$ cat src/hdl/tfs_pkg.sv
package tfs_pkg;
    // Host bus decode of the command block.
    localparam logic [1:0] CS_CMD_BLK     = 2'h2;
    localparam logic [2:0] DA_FEATURE     = 3'h1;
    localparam logic [2:0] DA_SECT_COUNT  = 3'h2;
    localparam logic [2:0] DA_SECT_NUMBER = 3'h3;
    localparam logic [2:0] DA_STATUS      = 3'h7;

    // Status bit positions.
    localparam int ST_BUSY_BIT  = 7;
    localparam int ST_READY_BIT = 6;
    localparam int ST_FAULT_BIT = 5;
    localparam int ST_SEEK_BIT  = 4;
    localparam int ST_DREQ_BIT  = 3;
    localparam int ST_CORRECTED_DATA_FLAG_BIT  = 2;
    localparam int ST_INDEX_BIT = 1;
    localparam int ST_ERROR_BIT = 0;

    // Reset values.
    localparam logic [7:0] REG_RESET_VAL   = 8'h00;
    localparam logic [7:0] COUNT_RESET_VAL = 8'h01;
    localparam logic [7:0] SECT_RESET_VAL  = 8'h01;
    localparam logic [7:0] ERRREG_RESET    = 8'h01;

    // A count of zero stands for this many sectors.
    localparam logic [8:0] FULL_SECT_COUNT = 9'h100;

    // Timing.
    localparam int CLK_PERIOD_NS = 8;
    localparam int BUSY_MAX_NS   = 400;
    localparam int BUSY_MAX_CYC  = BUSY_MAX_NS / CLK_PERIOD_NS;
    localparam int RESET_HOLD_CYC = 16;

    typedef enum logic [1:0] {
        TFS_RESET,
        TFS_IDLE,
        TFS_BUSY,
        TFS_XFER
    } tfs_state_t;
endpackage

$ cat src/hdl/tfs_sync.sv
`timescale 1ns/1ps
// Two flip-flop synchroniser for a group of pin inputs.
module tfs_sync #(
    parameter int WIDTH = 1
) (
    // Clock and reset.
    input  wire logic             ref_clk_i,
    input  wire logic             rstn_i,
    // Data.
    input  wire logic [WIDTH-1:0] async_i,
    output logic      [WIDTH-1:0] sync_o
);
    logic [WIDTH-1:0] meta_q;
    logic [WIDTH-1:0] sync_q;

    always_ff @(posedge ref_clk_i or negedge rstn_i) begin
        if (!rstn_i) begin
            meta_q <= '0;
            sync_q <= '0;
        end else begin
            meta_q <= async_i;
            sync_q <= meta_q;
        end
    end

    assign sync_o = sync_q;
endmodule

$ cat src/hdl/tfs_flag_hold.sv
`timescale 1ns/1ps
// Status flag that follows a live level until locked, then holds until
// the host reads status.
module tfs_flag_hold #(
    parameter bit LOCK_ON_CHANGE = 1'b0
) (
    // Clock and reset.
    input  wire logic ref_clk_i,
    input  wire logic rstn_i,
    // Control.
    input  wire logic live_i,
    input  wire logic freeze_i,
    input  wire logic status_read_i,
    // Result.
    output logic      flag_o
);
    logic flag_q;
    logic lock_q;
    logic change;
    logic lock_set;

    assign change   = (live_i != flag_q) && !lock_q;
    assign lock_set = freeze_i || (LOCK_ON_CHANGE && change);

    always_ff @(posedge ref_clk_i or negedge rstn_i) begin
        if (!rstn_i) begin
            flag_q <= 1'b0;
            lock_q <= 1'b0;
        end else begin
            if (!lock_q) begin
                flag_q <= live_i;
            end
            // A new lock in the read cycle wins over the unlock.
            lock_q <= lock_set || (lock_q && !status_read_i);
        end
    end

    assign flag_o = flag_q;
endmodule

$ cat src/hdl/tfs_task_file.sv
`timescale 1ns/1ps
module tfs_task_file
    import tfs_pkg::*;
#(
    parameter int RESET_HOLD = tfs_pkg::RESET_HOLD_CYC
) (
    // Clock and reset.
    input  wire logic       ref_clk_i,
    input  wire logic       rstn_i,
    // Host bus pins.
    input  wire logic [1:0] host_cs_i,
    input  wire logic [2:0] host_da_i,
    input  wire logic       host_rd_i,
    input  wire logic       host_wr_i,
    input  wire logic [7:0] host_dd_i,
    output logic      [7:0] host_dd_o,
    output logic            host_dd_oe_o,
    output logic            host_intrq_o,
    // Device control and device/head inputs.
    input  wire logic       soft_reset_i,
    input  wire logic       lba_mode_i,
    // Device core levels.
    input  wire logic       core_ready_i,
    input  wire logic       core_fault_i,
    input  wire logic       core_seek_done_i,
    input  wire logic       core_corrected_i,
    input  wire logic       core_index_i,
    // Device core events.
    input  wire logic       core_block_ready_i,
    input  wire logic       core_block_taken_i,
    input  wire logic       core_last_block_i,
    input  wire logic       core_dir_in_i,
    input  wire logic       core_done_i,
    input  wire logic       core_error_i,
    input  wire logic [7:0] core_error_code_i,
    input  wire logic [7:0] core_left_count_i,
    input  wire logic [7:0] core_error_sector_i,
    // Command to the device core.
    output logic            cmd_valid_o,
    output logic      [7:0] cmd_code_o,
    output logic      [7:0] cmd_feature_o,
    output logic      [8:0] cmd_count_o,
    output logic      [7:0] cmd_sector_o,
    output logic            cmd_lba_o,
    // Status view.
    output logic            busy_o,
    output logic            data_request_o
);
    import tfs_pkg::*;

    localparam logic [7:0] HOLD_LAST = 8'(RESET_HOLD - 1);

    logic [1:0] cs_s;
    logic [2:0] da_s;
    logic       rd_s;
    logic       wr_s;
    logic [7:0] dd_s;
    logic       rd_dly_q;
    logic       wr_dly_q;

    tfs_state_t state_q;
    tfs_state_t state_d;
    logic [7:0] hold_cnt_q;
    logic [7:0] feature_q;
    logic [7:0] count_q;
    logic [7:0] sector_q;
    logic [7:0] err_code_q;
    logic       err_q;
    logic       intr_q;
    logic [7:0] rdata_q;
    logic       cmd_valid_q;
    logic [7:0] cmd_code_q;
    logic [7:0] cmd_feature_q;
    logic [8:0] cmd_count_q;
    logic [7:0] cmd_sector_q;
    logic       cmd_lba_q;

    logic       busy;
    logic       data_request_flag;
    logic       sel;
    logic       rd_ev;
    logic       wr_ev;
    logic       wr_ok;
    logic       wr_cmd;
    logic       wr_feat;
    logic       wr_count;
    logic       wr_sect;
    logic       rd_status;
    logic       done_ev;
    logic       done_err;
    logic       blk_ready;
    logic       final_in;
    logic       blk_next;
    logic       ready_flag;
    logic       seek_flag;
    logic       hold_done;
    logic [7:0] status;
    logic [7:0] rd_mux;
    logic       rd_hit;

    function automatic logic [8:0] sect_total(input logic [7:0] cnt);
        sect_total = (cnt == 8'h00) ? FULL_SECT_COUNT : {1'b0, cnt};
    endfunction

    tfs_sync #(
        .WIDTH (15)
    ) u_sync (
        .ref_clk_i (ref_clk_i),
        .rstn_i    (rstn_i),
        .async_i   ({host_cs_i, host_da_i, host_rd_i, host_wr_i, host_dd_i}),
        .sync_o    ({cs_s, da_s, rd_s, wr_s, dd_s})
    );

    // Strobe edges and address decode.
    assign sel       = (cs_s == CS_CMD_BLK);
    assign rd_ev     = rd_s && !rd_dly_q && sel;
    assign wr_ev     = wr_s && !wr_dly_q && sel;
    assign busy      = (state_q == TFS_RESET) || (state_q == TFS_BUSY);
    assign data_request_flag       = (state_q == TFS_XFER);
    assign wr_ok     = wr_ev && !busy && !data_request_flag;
    assign wr_cmd    = wr_ok && (da_s == DA_STATUS);
    assign wr_feat   = wr_ok && (da_s == DA_FEATURE);
    assign wr_count  = wr_ok && (da_s == DA_SECT_COUNT);
    assign wr_sect   = wr_ok && (da_s == DA_SECT_NUMBER);
    assign rd_status = rd_ev && (da_s == DA_STATUS);

    // Core events are honoured only in the states that own them.
    assign done_ev   = core_done_i && (state_q == TFS_BUSY);
    assign done_err  = done_ev && core_error_i;
    assign blk_ready = core_block_ready_i && (state_q == TFS_BUSY);
    assign final_in  = core_block_taken_i && (state_q == TFS_XFER)
                       && core_last_block_i && core_dir_in_i;
    assign blk_next  = core_block_taken_i && (state_q == TFS_XFER)
                       && !final_in;
    assign hold_done = (hold_cnt_q == HOLD_LAST) && !soft_reset_i;

    // Busy and data request sequencing.
    always_comb begin
        state_d = state_q;
        case (state_q)
            TFS_RESET: begin
                if (hold_done) begin
                    state_d = TFS_IDLE;
                end
            end
            TFS_IDLE: begin
                // Any code is taken regardless of ready.
                if (wr_cmd) begin
                    state_d = TFS_BUSY;
                end
            end
            TFS_BUSY: begin
                if (blk_ready) begin
                    state_d = TFS_XFER;
                end else if (done_ev) begin
                    state_d = TFS_IDLE;
                end
            end
            TFS_XFER: begin
                if (final_in) begin
                    state_d = TFS_IDLE;
                end else if (blk_next) begin
                    state_d = TFS_BUSY;
                end
            end
            default: begin
                state_d = TFS_RESET;
            end
        endcase
        if (soft_reset_i) begin
            state_d = TFS_RESET;
        end
    end

    always_ff @(posedge ref_clk_i or negedge rstn_i) begin
        if (!rstn_i) begin
            state_q    <= TFS_RESET;
            hold_cnt_q <= 8'h00;
            rd_dly_q   <= 1'b0;
            wr_dly_q   <= 1'b0;
        end else begin
            state_q  <= state_d;
            rd_dly_q <= rd_s;
            wr_dly_q <= wr_s;
            if (state_q != TFS_RESET || soft_reset_i) begin
                hold_cnt_q <= 8'h00;
            end else if (!hold_done) begin
                hold_cnt_q <= hold_cnt_q + 8'h01;
            end
        end
    end

    // Task file parameters; error results freeze until a new command, a soft reset or a host count or sector write.
    always_ff @(posedge ref_clk_i or negedge rstn_i) begin
        if (!rstn_i) begin
            feature_q  <= REG_RESET_VAL;
            count_q    <= COUNT_RESET_VAL;
            sector_q   <= SECT_RESET_VAL;
            err_code_q <= ERRREG_RESET;
            err_q      <= 1'b0;
        end else begin
            if (wr_feat) begin
                feature_q <= dd_s;
            end
            if (wr_count) begin
                count_q <= dd_s;
            end else if (done_err) begin
                count_q <= core_left_count_i;
            end
            if (wr_sect) begin
                sector_q <= dd_s;
            end else if (done_err) begin
                sector_q <= core_error_sector_i;
            end
            if (done_ev) begin
                err_code_q <= core_error_code_i;
            end
            if (soft_reset_i || wr_cmd) begin
                err_q <= 1'b0;
            end else if (done_ev) begin
                err_q <= core_error_i;
            end
        end
    end

    // Command hand-off to the device core.
    always_ff @(posedge ref_clk_i or negedge rstn_i) begin
        if (!rstn_i) begin
            cmd_valid_q   <= 1'b0;
            cmd_code_q    <= REG_RESET_VAL;
            cmd_feature_q <= REG_RESET_VAL;
            cmd_count_q   <= FULL_SECT_COUNT;
            cmd_sector_q  <= REG_RESET_VAL;
            cmd_lba_q     <= 1'b0;
        end else begin
            cmd_valid_q <= wr_cmd;
            if (wr_cmd) begin
                cmd_code_q    <= dd_s;
                cmd_feature_q <= feature_q;
                cmd_count_q   <= sect_total(count_q);
                cmd_sector_q  <= sector_q;
                cmd_lba_q     <= lba_mode_i;
            end
        end
    end

    // Interrupt pending: a new event in the read cycle wins.
    always_ff @(posedge ref_clk_i or negedge rstn_i) begin
        if (!rstn_i) begin
            intr_q <= 1'b0;
        end else if (soft_reset_i) begin
            intr_q <= 1'b0;
        end else if (done_ev || blk_ready) begin
            intr_q <= 1'b1;
        end else if (rd_status) begin
            intr_q <= 1'b0;
        end
    end

    tfs_flag_hold #(
        .LOCK_ON_CHANGE (1'b1)
    ) u_ready (
        .ref_clk_i     (ref_clk_i),
        .rstn_i        (rstn_i),
        .live_i        (core_ready_i),
        .freeze_i      (1'b0),
        .status_read_i (rd_status),
        .flag_o        (ready_flag)
    );

    tfs_flag_hold #(
        .LOCK_ON_CHANGE (1'b0)
    ) u_seek (
        .ref_clk_i     (ref_clk_i),
        .rstn_i        (rstn_i),
        .live_i        (core_seek_done_i),
        .freeze_i      (done_err),
        .status_read_i (rd_status),
        .flag_o        (seek_flag)
    );

    // Status image; with busy set only busy is shown.
    assign status = busy ? 8'h80 : {1'b0, ready_flag, core_fault_i,
                    seek_flag, data_request_flag, core_corrected_i, core_index_i,
                    err_q};
    assign rd_hit = (da_s == DA_FEATURE) || (da_s == DA_SECT_COUNT)
                    || (da_s == DA_SECT_NUMBER) || (da_s == DA_STATUS);
    assign rd_mux = (da_s == DA_FEATURE)     ? err_code_q :
                    (da_s == DA_SECT_COUNT)  ? count_q :
                    (da_s == DA_SECT_NUMBER) ? sector_q :
                    (da_s == DA_STATUS)      ? status : 8'h00;

    always_ff @(posedge ref_clk_i or negedge rstn_i) begin
        if (!rstn_i) begin
            rdata_q <= 8'h00;
        end else if (rd_ev) begin
            // Taken once per strobe so a flag released by this read still
            // shows its held value to the host.
            rdata_q <= rd_mux;
        end
    end

    assign host_dd_o      = rdata_q;
    assign host_dd_oe_o   = rd_s && rd_dly_q && sel && rd_hit;
    assign host_intrq_o   = intr_q;
    assign busy_o         = busy;
    assign data_request_o = data_request_flag;
    assign cmd_valid_o    = cmd_valid_q;
    assign cmd_code_o     = cmd_code_q;
    assign cmd_feature_o  = cmd_feature_q;
    assign cmd_count_o    = cmd_count_q;
    assign cmd_sector_o   = cmd_sector_q;
    assign cmd_lba_o      = cmd_lba_q;

    // Checks.
    localparam int BUSY_LIM = BUSY_MAX_CYC;
    logic cmd_open_q;

    always_ff @(posedge ref_clk_i or negedge rstn_i) begin
        if (!rstn_i) begin
            cmd_open_q <= 1'b0;
        end else if (wr_cmd) begin
            cmd_open_q <= 1'b1;
        end else if (done_ev || final_in || soft_reset_i) begin
            cmd_open_q <= 1'b0;
        end
    end
endmodule

$ cat config.mk
export PLATFORM = sky130hd
export DESIGN_NAME = tfs_task_file
export DESIGN_NICKNAME = d
export VERILOG_FILES = /design/src/hdl/tfs_pkg.sv /design/src/hdl/tfs_sync.sv /design/src/hdl/tfs_flag_hold.sv /design/src/hdl/tfs_task_file.sv
export SDC_FILE = /design/constraint.sdc
export NUM_CORES = 1
export LEC_CHECK = 0
export ABC_AREA = 1
export ABC_CLOCK_PERIOD_IN_PS = 1600
export BUFFER_PORTS_ARGS = -buffer_cell sky130_fd_sc_hd__buf_2
export CORE_MARGIN = 2
export CORE_UTILIZATION = 40
export DETAILED_ROUTE_END_ITERATION = 10
export PLACE_DENSITY_LB_ADDON = 0.15
export SLEW_MARGIN = 30
export SYNTH_ARGS = -nofsm -noshare
export SYNTH_HDL_FRONTEND = slang
export SYNTH_HIERARCHICAL = 1
export SYNTH_SLANG_ARGS = --single-unit
$ cat constraint.sdc
create_clock -name ref_clk_i -period 1.6 [get_ports ref_clk_i]
set_clock_uncertainty 0.05 [all_clocks]
set_input_delay 0.48 -clock ref_clk_i [delete_from_list [all_inputs] [get_ports ref_clk_i]]
set_output_delay 0.48 -clock ref_clk_i [all_outputs]
set_load 0.01 [all_outputs]
==> results of run 1 <==
critical path, cell delays in order (launching register included):
cell     delay [ns]
dfrtp_1        0.40
buf_6          0.14
nand2_4        0.08
a31oi_4        0.20
buf_2          0.16
layer usage:
| layer | wire [µm] | GRT usage | vias up |
|---|---|---|---|
| met3 | 564 | 0.0507 | 14 |
| met1 | 5550 | 0.260 | 1863 |
| met5 | 0 | 0 | - |
| met4 | 208 | 0.0754 | 0 |
| li1 | - | - | 1965 |
| met2 | 5510 | 0.293 | 93 |
synthesized netlist by cell type, types with 2 or more instances:
master and instances:
o21ai_1 16, nor3_1 2, clkbuf_1 4, a31oi_1 2
o21ai_0 23, inv_2 2, nand3_2 2, nand4_1 4
o21ai_2 8, o211ai_1 17, nor2_8 2, nor2_1 46
nor2_2 2, a21oi_1 14, buf_2 5, nor2_4 3
dfstp_2 4, nand2_2 2, dfrtp_1 119, buf_6 5
inv_1 49, a22oi_1 2, nand2_1 149, nand3_1 27
cells by family after synthesis:
family          count (synthesis)
other cells                     1
flops                         123
fa+ha+maj                       1
buf+inv                        68
compound gates                 84
xor+xnor                        1
simple gates                  244
registers in the layout (all words and copies together) (netlist names):
| name | flops |
|---|---|
| cmd_count_o | 9 |
| cmd_valid_o | 1 |
| u_seek/lock_q | 1 |
| u_ready/flag_o | 1 |
| u_sync/meta_q | 15 |
| cmd_code_o | 8 |
| cmd_sector_o | 8 |
| u_ready/lock_q | 1 |
| cmd_lba_o | 1 |
| feature_q | 8 |
| hold_cnt_q | 8 |
| rd_dly_q | 1 |
| state_q | 2 |
| err_code_q | 8 |
| wr_dly_q | 1 |
| cmd_feature_o | 8 |
| host_dd_o | 8 |
| u_sync/sync_o | 15 |
| err_q | 1 |
| host_intrq_o | 1 |
| sector_q | 8 |
| count_q | 8 |
| u_seek/flag_o | 1 |
power groups by stage:
stage | Sequential (W) | Clock [W] | Combinational, W
6_report | 0.00414 | 0.00357 | 0.00183
5_1_grt | 0.00421 | 0.00378 | 0.00206
4_1_cts | 0.00414 | 0.00365 | 0.00180
3_5_place_dp | 0.00421 | 0 | 0.00168
3_3_place_gp | 0.00420 | 0 | 0.00164
2_1_floorplan | 0.00414 | 0 | 0.00100
layout make-up:
| cell class | instances | area share |
|---|---|---|
| Clock buffer | 19 | 0.0691 |
| Tap cell | 168 | 0.0321 |
| Timing Repair Buffer | 133 | 0.124 |
| Multi-Input combinational cell | 331 | 0.255 |
| Sequential cell | 123 | 0.471 |
| Inverter | 53 | 0.0323 |
| Clock inverter | 13 | 0.0168 |
stage by stage:
stage          instance area [µm²]  cells  power [W]  setup TNS (ns)
3_3_place_gp                  5830    800    0.00584               0
5_1_grt                       6560    840     0.0101          -0.471
6_report                      6560    840    0.00953          -0.338
2_1_floorplan                 4990    522    0.00514               0
4_1_cts                       6490    839    0.00959          -0.377
3_5_place_dp                  5830    800    0.00590               0
worst paths after layout:
check / depth (start not counted) / slack (ns) / start / endpoint
worst max register to register: 9 / 0.07 / u_sync/sync_o[13] / feature_q[7]
max in group asynchronous: 2 / 1.06 / rstn_i / state_q[1]
worst min-delay path: 2 / 0.03 / rstn_i / cmd_code_o[6]
min in group ref_clk_i: 1 / 0.11 / host_dd_i[2] / u_sync/meta_q[2]
worst min register to register: 0 / 0.30 / u_sync/meta_q[1] / u_sync/sync_o[1]
worst max-delay path: 4 / -0.31 / u_sync/sync_o[10] / host_dd_oe_o
what timing repair did:
item	CTS	global route
endpoints found under the setup margin	4	39
buffers inserted	7	1
resized for setup	14	21
pin swaps	3	2
==> metrics.csv, run 1 <==
stage,metric,value,unit
global_routing,grt.overflow.total,0,
power_and_ir_drop,clock_power_share,0.374,
layout,drive_gt1_frac,0.318,
power_and_ir_drop,leakage,3.36,nW
logic_synthesis,ys_ff_latch,123,
sta,setup_slack,-0.310,ns
floorplan,fp.dieH,116,µm
logic_synthesis,syn_area,4990,µm²
clock_network,path_clk_slew,0.06,ns
logic_synthesis,ys.flop_type,dfrtp_1,
logic_synthesis,synthTopCellsByArea,"dfrtp_1 (60%), nand2_1 (11%), inv_1 (3.7%), nor2_1 (3.5%), nand3_1 (2.7%)",
run_status,violations,setup timing,
critical_path,arrival,1.38,ns
routing,drtIter0Drc,193,
power_and_ir_drop,switching_share,0.308,
logic_synthesis,muxShareOfSynthArea,0,
layout,diodes,0,
floorplan,die_area,13400,µm²
routing,wirelength,11800,µm
layout,regArea,3090,µm²
critical_path,critPathMaxFanout,3,
power_and_ir_drop,powerDensity,1450,nW/µm²
layout,final_common_cell,nand2_1,
global_routing,antenna_found_initial,0,
routing,wl_per_cell,14.1,µm
power_and_ir_drop,vdd_drop_max,0.587,mV
flow_run,maxCapViolations,0,
floorplan,fp-row-count,40,
run_status,status,finished with violations,
critical_path,crit_path_end_kind,output port,
sta,max_freq,524,MHz
clock_network,cts_tree,yes,
logic_synthesis,synth_top_family_by_area,simple AND/OR/NAND/NOR gates,
logic_synthesis,synth_simple_gate_area_frac,0.214,
layout,mostFrequentLayoutCells,"nand2_1 (144), dfrtp_1 (116), buf_2 (96)",
logic_synthesis,yosys_warnings,6,
logic_synthesis,yosys.cell_types.count,37,
floorplan,core,12100,µm²
clock_network,htree_levels,4,
logic_synthesis,postSynthAreaPerCell,9.56,µm²
sta,post-route-period-util,1.19,
layout,multi_input_area,1670,µm²
layout,syn_to_final_growth,31.3,%
logic_synthesis,yosysTopAreaCell,dfrtp_1,
hold_path,min_path_type,in2async,
sta,holdWs,0.0331,ns
place,hpwl,8530,µm
clock_network,ctsRootBufferMaster,clkbuf_16,
sta,hold_violations,0,
routing,via_count,3935,
logic_synthesis,syn_nets,577,
clock_network,cts_hold_buf,0,
clock_network,cts.sinks,123,
logic_synthesis,netlist.area_leader.share,0.597,
place,dp_slack,0.0281,ns
layout,nNetsFinal,714,
power_and_ir_drop,power_frac_comb,0.191,
logic_synthesis,seq_area_frac_synth,0.618,
logic_synthesis,synth_compound_area_frac,0.101,
routing,drtPass1Iterations,4,
global_routing,grt_max_degree,85,
critical_path,start_kind,flip-flop,
sta,rsz0062_at_grt,yes,
power_and_ir_drop,seq_power_share,0.434,
sta,setup_violations,3,
critical_path,required,1.07,ns
layout,final_util,0.541,
logic_synthesis,async_flop_share,1.00,
clock_network,cts_max_path_buffers,2,
routing,ant_nets,0,
global_routing,grt_pass1_wl,19200,µm
clock_network,numCtsBuffers,17,
sta,period_needed,1.91,ns
routing,vias_per_cell,4.68,
logic_synthesis,synth_edf_count,0,
sta,drv_slew,0,
place,routabilityCongestion,0.844,
layout,fillers,1112,
global_routing,first_global_vias,3874,
power_and_ir_drop,power_switching,0.00293,W
floorplan,initial_utilization,0.412,
power_and_ir_drop,internal-power,0.00660,W
floorplan,die_width,116,µm
global_routing,track_usage,0.191,
critical_path,path_class,reg2out,
clock_network,clkLatencyLatePin,0.42,ns
logic_synthesis,synth_xor_area_frac,0.00175,
floorplan,io_pins,101,
routing,drcViolationCount,0,
logic_synthesis,synthAdderAreaFrac,0.00251,
place,port_buffers,100,
logic_synthesis,syn-instance-count,522,
No activity file was read; power rests on OpenSTA's default activity.
==> run 2, diff against run 1 <==
--- a/config.mk
+++ b/config.mk
@@ -9,7 +9,7 @@
 export ABC_CLOCK_PERIOD_IN_PS = 1600
 export BUFFER_PORTS_ARGS = -buffer_cell sky130_fd_sc_hd__buf_2
 export CORE_MARGIN = 2
-export CORE_UTILIZATION = 40
+export CORE_UTILIZATION = 49
 export DETAILED_ROUTE_END_ITERATION = 10
 export PLACE_DENSITY_LB_ADDON = 0.15
 export SLEW_MARGIN = 30
==> metrics.csv, run 2 (same netlist as run 1, synthesis figures left out) <==
stage,metric,value,unit,change
run_status,status,finished with violations,,unchanged
run_status,violations,setup timing,,unchanged
power_and_ir_drop,vdd_drop_max,0.693,mV,was 0.587 mV
layout,mostFrequentLayoutCells,"nand2_1 (142), dfrtp_1 (115), buf_2 (95)",,"was nand2_1 (144), dfrtp_1 (116), buf_2 (96)"
flow_run,maxCapViolations,0,,unchanged
sta,drv_slew,0,,unchanged
floorplan,fp-row-count,36,,was 40
routing,via_count,4157,,was 3935
critical_path,arrival,1.48,ns,was 1.38 ns
clock_network,ctsRootBufferMaster,clkbuf_8,,was clkbuf_16
global_routing,first_global_vias,4038,,was 3874
sta,hold_violations,0,,unchanged
clock_network,clkLatencyLatePin,0.52,ns,was 0.42 ns
sta,max_freq,497,MHz,was 524 MHz
routing,ant_nets,0,,unchanged
sta,setup_slack,-0.412,ns,was -0.310 ns
place,hpwl,8300,µm,was 8530 µm
place,place_inst,761,,was 800
layout,diodes,0,,unchanged
global_routing,grt_pass1_wl,19400,µm,was 19200 µm
routing,vias_per_cell,4.98,,was 4.68
sta,setup_tns,-0.817,ns,was -0.338 ns
hold_path,min_path_type,in2reg,,was in2async
routing,drcViolationCount,0,,unchanged
critical_path,path_buf_inv,3,,was 2
power_and_ir_drop,powerDensity,1420,nW/µm²,was 1450 nW/µm²
layout,instances_no_fill,834,,was 840
critical_path,path_delay_family,flip-flops,,unchanged
critical_path,crit_path_end_kind,output port,,unchanged
layout,regArea,3090,µm²,about the same
critical_path,reg2reg_from,u_sync/sync_o[12],,was u_sync/sync_o[13]
critical_path,path_cells,inv_1 > nand2_2 > inv_2 > nand3_4 > a31oi_4 > buf_2,,was buf_6 > nand2_4 > a31oi_4 > buf_2
critical_path,crit_path_top_delay_cell,dfrtp_1,,unchanged
global_routing,antenna_found_initial,0,,unchanged
critical_path,critPathLaunch,u_sync/sync_o[13],,was u_sync/sync_o[10]
routing,drtIter0Drc,256,,was 193
sta,setup_violations,10,,was 3
sta,period_needed,2.01,ns,was 1.91 ns
power_and_ir_drop,leakage,3.53,nW,was 3.36 nW
layout,drive_gt1_frac,0.344,,was 0.318
critical_path,path_class,reg2out,,unchanged
layout,syn_to_final_growth,36.0,%,was 31.3%
global_routing,grt.overflow.total,0,,unchanged
clock_network,cts_max_path_buffers,2,,unchanged
floorplan,die_width,105,µm,was 116 µm
layout,final_common_cell,nand2_1,,unchanged
layout,fillers,784,,was 1112
global_routing,grt_max_degree,43,,was 85
clock_network,numCtsBuffers,17,,unchanged
place,routabilityCongestion,0.826,,was 0.844
sta,rsz0062_at_grt,yes,,unchanged
routing,wl_per_cell,15.3,µm,was 14.1 µm
routing,drtPass1Iterations,5,,was 4
floorplan,core,9820,µm²,was 12100 µm²
critical_path,critPathMaxFanout,2,,was 3
clock_network,htree_levels,4,,unchanged
clock_network,cts.sinks,123,,unchanged
floorplan,initial_utilization,0.508,,was 0.412
critical_path,start_kind,flip-flop,,unchanged
hold_path,min_from,host_dd_i[6],,
floorplan,io_pins,101,,unchanged
power_and_ir_drop,power,0.00964,W,was 0.00953 W
sta,post-route-period-util,1.26,,was 1.19
routing,wirelength,12700,µm,was 11800 µm
floorplan,fp.dieH,105,µm,was 116 µm
layout,nNetsFinal,744,,was 714
critical_path,required,1.07,ns,about the same
place,port_buffers,100,,unchanged
global_routing,track_usage,0.228,,was 0.191
critical_path,cpPeakStageDelay,0.36,ns,was 0.40 ns
critical_path,rrSetupSlack,-0.05,ns,was 0.07 ns
clock_network,path_clk_slew,0.06,ns,about the same
floorplan,die_area,11000,µm²,was 13400 µm²
clock_network,cts_tree,yes,,unchanged
layout,multi_input_area,1720,µm²,was 1670 µm²
-- run 2: area by class of cell --
type                            count  area share
Multi-Input combinational cell    332       0.254
Tap cell                          133      0.0245
Clock inverter                      9      0.0107
Timing Repair Buffer              162       0.158
Sequential cell                   123       0.455
Clock buffer                       22      0.0667
Inverter                           53      0.0315
-- run 2: worst reg2reg max path, delay by kind of cell, from the launching register on --
kind                   cells  cell delay (ns)
buffers and inverters      5             0.56
DFF                        1             0.44
and+or+nand+nor            3             0.28
AOI/OAI and AO/OA          1             0.24
-- run 2: path summary, 6_finish.rpt --
check / to / cells past startpoint
worst max-delay path: host_dd_oe_o / 6
worst min-delay path: u_sync/meta_q[6] / 1
worst max register to register: host_dd_o[7] / 9
worst min register to register: u_sync/sync_o[8] / 0
max in group asynchronous: err_code_q[0] / 3
min in group asynchronous: sector_q[4] / 2
-- run 2: where the power goes --
group	internal, W	switching, W	total, W
logic	0.000955	0.00116	0.00211
registers	0.00373	0.000412	0.00414
clock network	0.00211	0.00127	0.00338
total	0.00679	0.00284	0.00964
-- run 2: per-layer routing --
layer,GRT usage,vias to the layer above,part of all wire
met4,0.0895,0,0.021
met1,0.301,1971,0.43
met5,0,-,0
li1,-,2016,-
met2,0.359,143,0.50
met3,0.0618,27,0.049
-- run 2: per-stage QoR --
stage          area (µm²)  hold WS [ns]  setup slack [ns]   util
6_report             6790        0.0171            -0.412  0.691
5_1_grt              6790       0.00304            -0.490  0.691
4_1_cts              6440       0.00223            -0.409  0.656
3_5_place_dp         5760         0.285         -0.000459  0.587
3_3_place_gp         5760         0.283            0.0549  0.587
2_1_floorplan        4990         0.134            0.0130      -
-- run 2: timing repair --
action / CTS / global route
pin swaps: 3 / 13
endpoints found under the hold margin: 19 / 4
hold buffers: 1 / 4
setup endpoints to repair: 11 / 57
gates resized for setup: 19 / 32
buffers inserted: 10 / 27
cloned: 0 / 1
==> run 3, diff against run 2 <==
--- a/config.mk
+++ b/config.mk
@@ -10,6 +10,7 @@
 export BUFFER_PORTS_ARGS = -buffer_cell sky130_fd_sc_hd__buf_2
 export CORE_MARGIN = 2
 export CORE_UTILIZATION = 49
+export CTS_BUF_LIST = sky130_fd_sc_hd__clkbuf_4 sky130_fd_sc_hd__clkbuf_8 sky130_fd_sc_hd__clkbuf_16
 export DETAILED_ROUTE_END_ITERATION = 10
 export PLACE_DENSITY_LB_ADDON = 0.15
 export SLEW_MARGIN = 30
==> metrics.csv, run 3 (same netlist as run 1, synthesis figures left out) <==
stage,metric,value,unit,change
sta,rsz0062_at_grt,yes,,unchanged
sta,hold_violations,0,,unchanged
critical_path,crit_path_top_delay_cell,dfrtp_2,,was dfrtp_1
routing,drtPass1Iterations,5,,unchanged
power_and_ir_drop,vdd_drop_max,0.686,mV,was 0.693 mV
routing,drtIter0Drc,285,,was 256
floorplan,fp-row-count,36,,unchanged
place,routabilityCongestion,0.826,,unchanged
clock_network,htree_levels,4,,unchanged
hold_path,min_path_type,in2reg,,unchanged
critical_path,worstSetupEndpoint,host_dd_oe_o,,unchanged
power_and_ir_drop,seq_power_share,0.433,,was 0.430
sta,max_freq,494,MHz,was 497 MHz
layout,diodes,0,,unchanged
layout,drive_gt1_frac,0.343,,was 0.344
global_routing,first_global_vias,4004,,was 4038
flow_run,maxCapViolations,0,,unchanged
layout,nNetsFinal,736,,was 744
sta,holdWs,0.0192,ns,was 0.0171 ns
critical_path,critPathMaxFanout,3,,was 2
global_routing,grt.overflow.total,0,,unchanged
clock_network,clkLatencyLatePin,0.52,ns,about the same
hold_path,holdPathStages,1,,unchanged
sta,setup_violations,4,,was 10
critical_path,reg2reg_from,u_sync/sync_o[10],,was u_sync/sync_o[12]
critical_path,required,1.07,ns,about the same
power_and_ir_drop,powerDensity,1420,nW/µm²,about the same
run_status,violations,setup timing,,unchanged
clock_network,cts_tree,yes,,unchanged
clock_network,ctsRootBufferMaster,clkbuf_8,,unchanged
routing,vias_per_cell,5.03,,was 4.98
critical_path,start_kind,flip-flop,,unchanged
critical_path,rr_endpoint,count_q[4],,was host_dd_o[7]
clock_network,path_clk_slew,0.06,ns,about the same
routing,drcViolationCount,0,,unchanged
floorplan,die_area,11000,µm²,unchanged
critical_path,path_buf_inv,1,,was 3
sta,drv_slew,0,,unchanged
layout,final_common_cell,nand2_1,,unchanged
run_status,status,finished with violations,,unchanged
critical_path,path_class,reg2out,,unchanged
floorplan,io_pins,101,,unchanged
critical_path,worst-path-stages,4,,was 6
global_routing,antenna_found_initial,0,,unchanged
place,hpwl,8300,µm,unchanged
place,port_buffers,100,,unchanged
critical_path,crit_path_end_kind,output port,,unchanged
clock_network,cts_max_path_buffers,2,,unchanged
floorplan,fp.dieH,105,µm,unchanged
global_routing,grt_pass1_wl,19400,µm,about the same
power_and_ir_drop,internal-power,0.00677,W,was 0.00679 W
routing,wl_per_cell,15.1,µm,was 15.3 µm
power_and_ir_drop,leakage,3.50,nW,was 3.53 nW
critical_path,cpPeakStageDelay,0.45,ns,was 0.36 ns
power_and_ir_drop,power_frac_comb,0.209,,was 0.219
routing,wirelength,12500,µm,was 12700 µm
routing,via_count,4156,,was 4157
layout,mostFrequentLayoutCells,"nand2_1 (142), dfrtp_1 (115), buf_2 (95)",,unchanged
critical_path,reg2reg_depth,7,,was 9
power_and_ir_drop,power,0.00958,W,was 0.00964 W
sta,setup_slack,-0.424,ns,was -0.412 ns
sta,period_needed,2.02,ns,was 2.01 ns
critical_path,path_cells,nor2_4 > nand2_2 > a31oi_4 > buf_2,,was inv_1 > nand2_2 > inv_2 > nand3_4 > a31oi_4 > buf_2
floorplan,initial_utilization,0.508,,unchanged
critical_path,critPathLaunch,u_sync/sync_o[10],,was u_sync/sync_o[13]
power_and_ir_drop,switching_share,0.294,,was 0.295
power_and_ir_drop,power_switching,0.00281,W,was 0.00284 W
critical_path,rrSetupSlack,0.01,ns,was -0.05 ns
global_routing,grt_max_degree,43,,unchanged
hold_path,min_from,host_dd_i[6],,unchanged
floorplan,die_width,105,µm,unchanged
floorplan,core,9820,µm²,unchanged
global_routing,track_usage,0.227,,was 0.228
clock_network,cts.sinks,123,,unchanged
clock_network,numCtsBuffers,17,,unchanged
critical_path,path_delay_family,flip-flops,,unchanged
layout,syn_to_final_growth,35.5,%,was 36.0%
sta,post-route-period-util,1.27,,was 1.26
critical_path,arrival,1.49,ns,was 1.48 ns
routing,ant_nets,0,,unchanged
power_and_ir_drop,clock_power_share,0.358,,was 0.351
run 3: through the flow:
| stage | utilization | instances | cell area, µm² | setup WS [ns] | setup TNS (ns) |
|---|---|---|---|---|---|
| 2_1_floorplan | - | 522 | 4990 | 0.0130 | 0 |
| 3_3_place_gp | 0.587 | 761 | 5760 | 0.0549 | 0 |
| 3_5_place_dp | 0.587 | 761 | 5760 | -0.000459 | -0.000459 |
| 4_1_cts | 0.659 | 803 | 6470 | -0.409 | -0.740 |
| 5_1_grt | 0.689 | 826 | 6760 | -0.476 | -1.04 |
| 6_report | 0.689 | 826 | 6760 | -0.424 | -0.695 |
run 3: how the worst min path moves through the flow:
stage	end	slack [ns]
floorplan	cmd_code_o[0]	0.13
global placement	u_sync/sync_o[8]	0.28
detailed placement	u_sync/sync_o[1]	0.28
CTS	u_sync/meta_q[0]	0.002
global route	u_sync/meta_q[6]	0.003
finish	u_sync/meta_q[6]	0.02
run 3: timing repair:
action	CTS	global route
resized for setup	21	38
gates cloned	0	2
hold buffers	1	4
endpoints found under the hold margin	19	4
setup endpoints to repair	10	88
pin swaps	3	11
buffers inserted	10	19
run 3: layout make-up:
cell class	instances	area (µm²)
Timing Repair Buffer	154	1020
Sequential cell	123	3090
Clock buffer	22	464
Inverter	53	214
Tap cell	133	166
Clock inverter	9	72.6
Multi-Input combinational cell	332	1740
Fill cell	785	3060
run 3: metal layers:
layer,GRT usage,share of wire,vias to the layer above
met4,0.0895,0.023,0
met2,0.354,0.49,140
met3,0.0618,0.053,28
met1,0.303,0.43,1989
li1,-,-,1999
met5,0,0,-
run 3: power by group through the flow:
| stage | combinational [W] | clock, W | sequential [W] |
|---|---|---|---|
| after floorplan | 0.00100 | 0 | 0.00414 |
| after global placement | 0.00160 | 0 | 0.00418 |
| after detailed placement | 0.00164 | 0 | 0.00420 |
| after CTS | 0.00187 | 0.00346 | 0.00413 |
| after global routing | 0.00224 | 0.00363 | 0.00421 |
| final | 0.00200 | 0.00343 | 0.00415 |
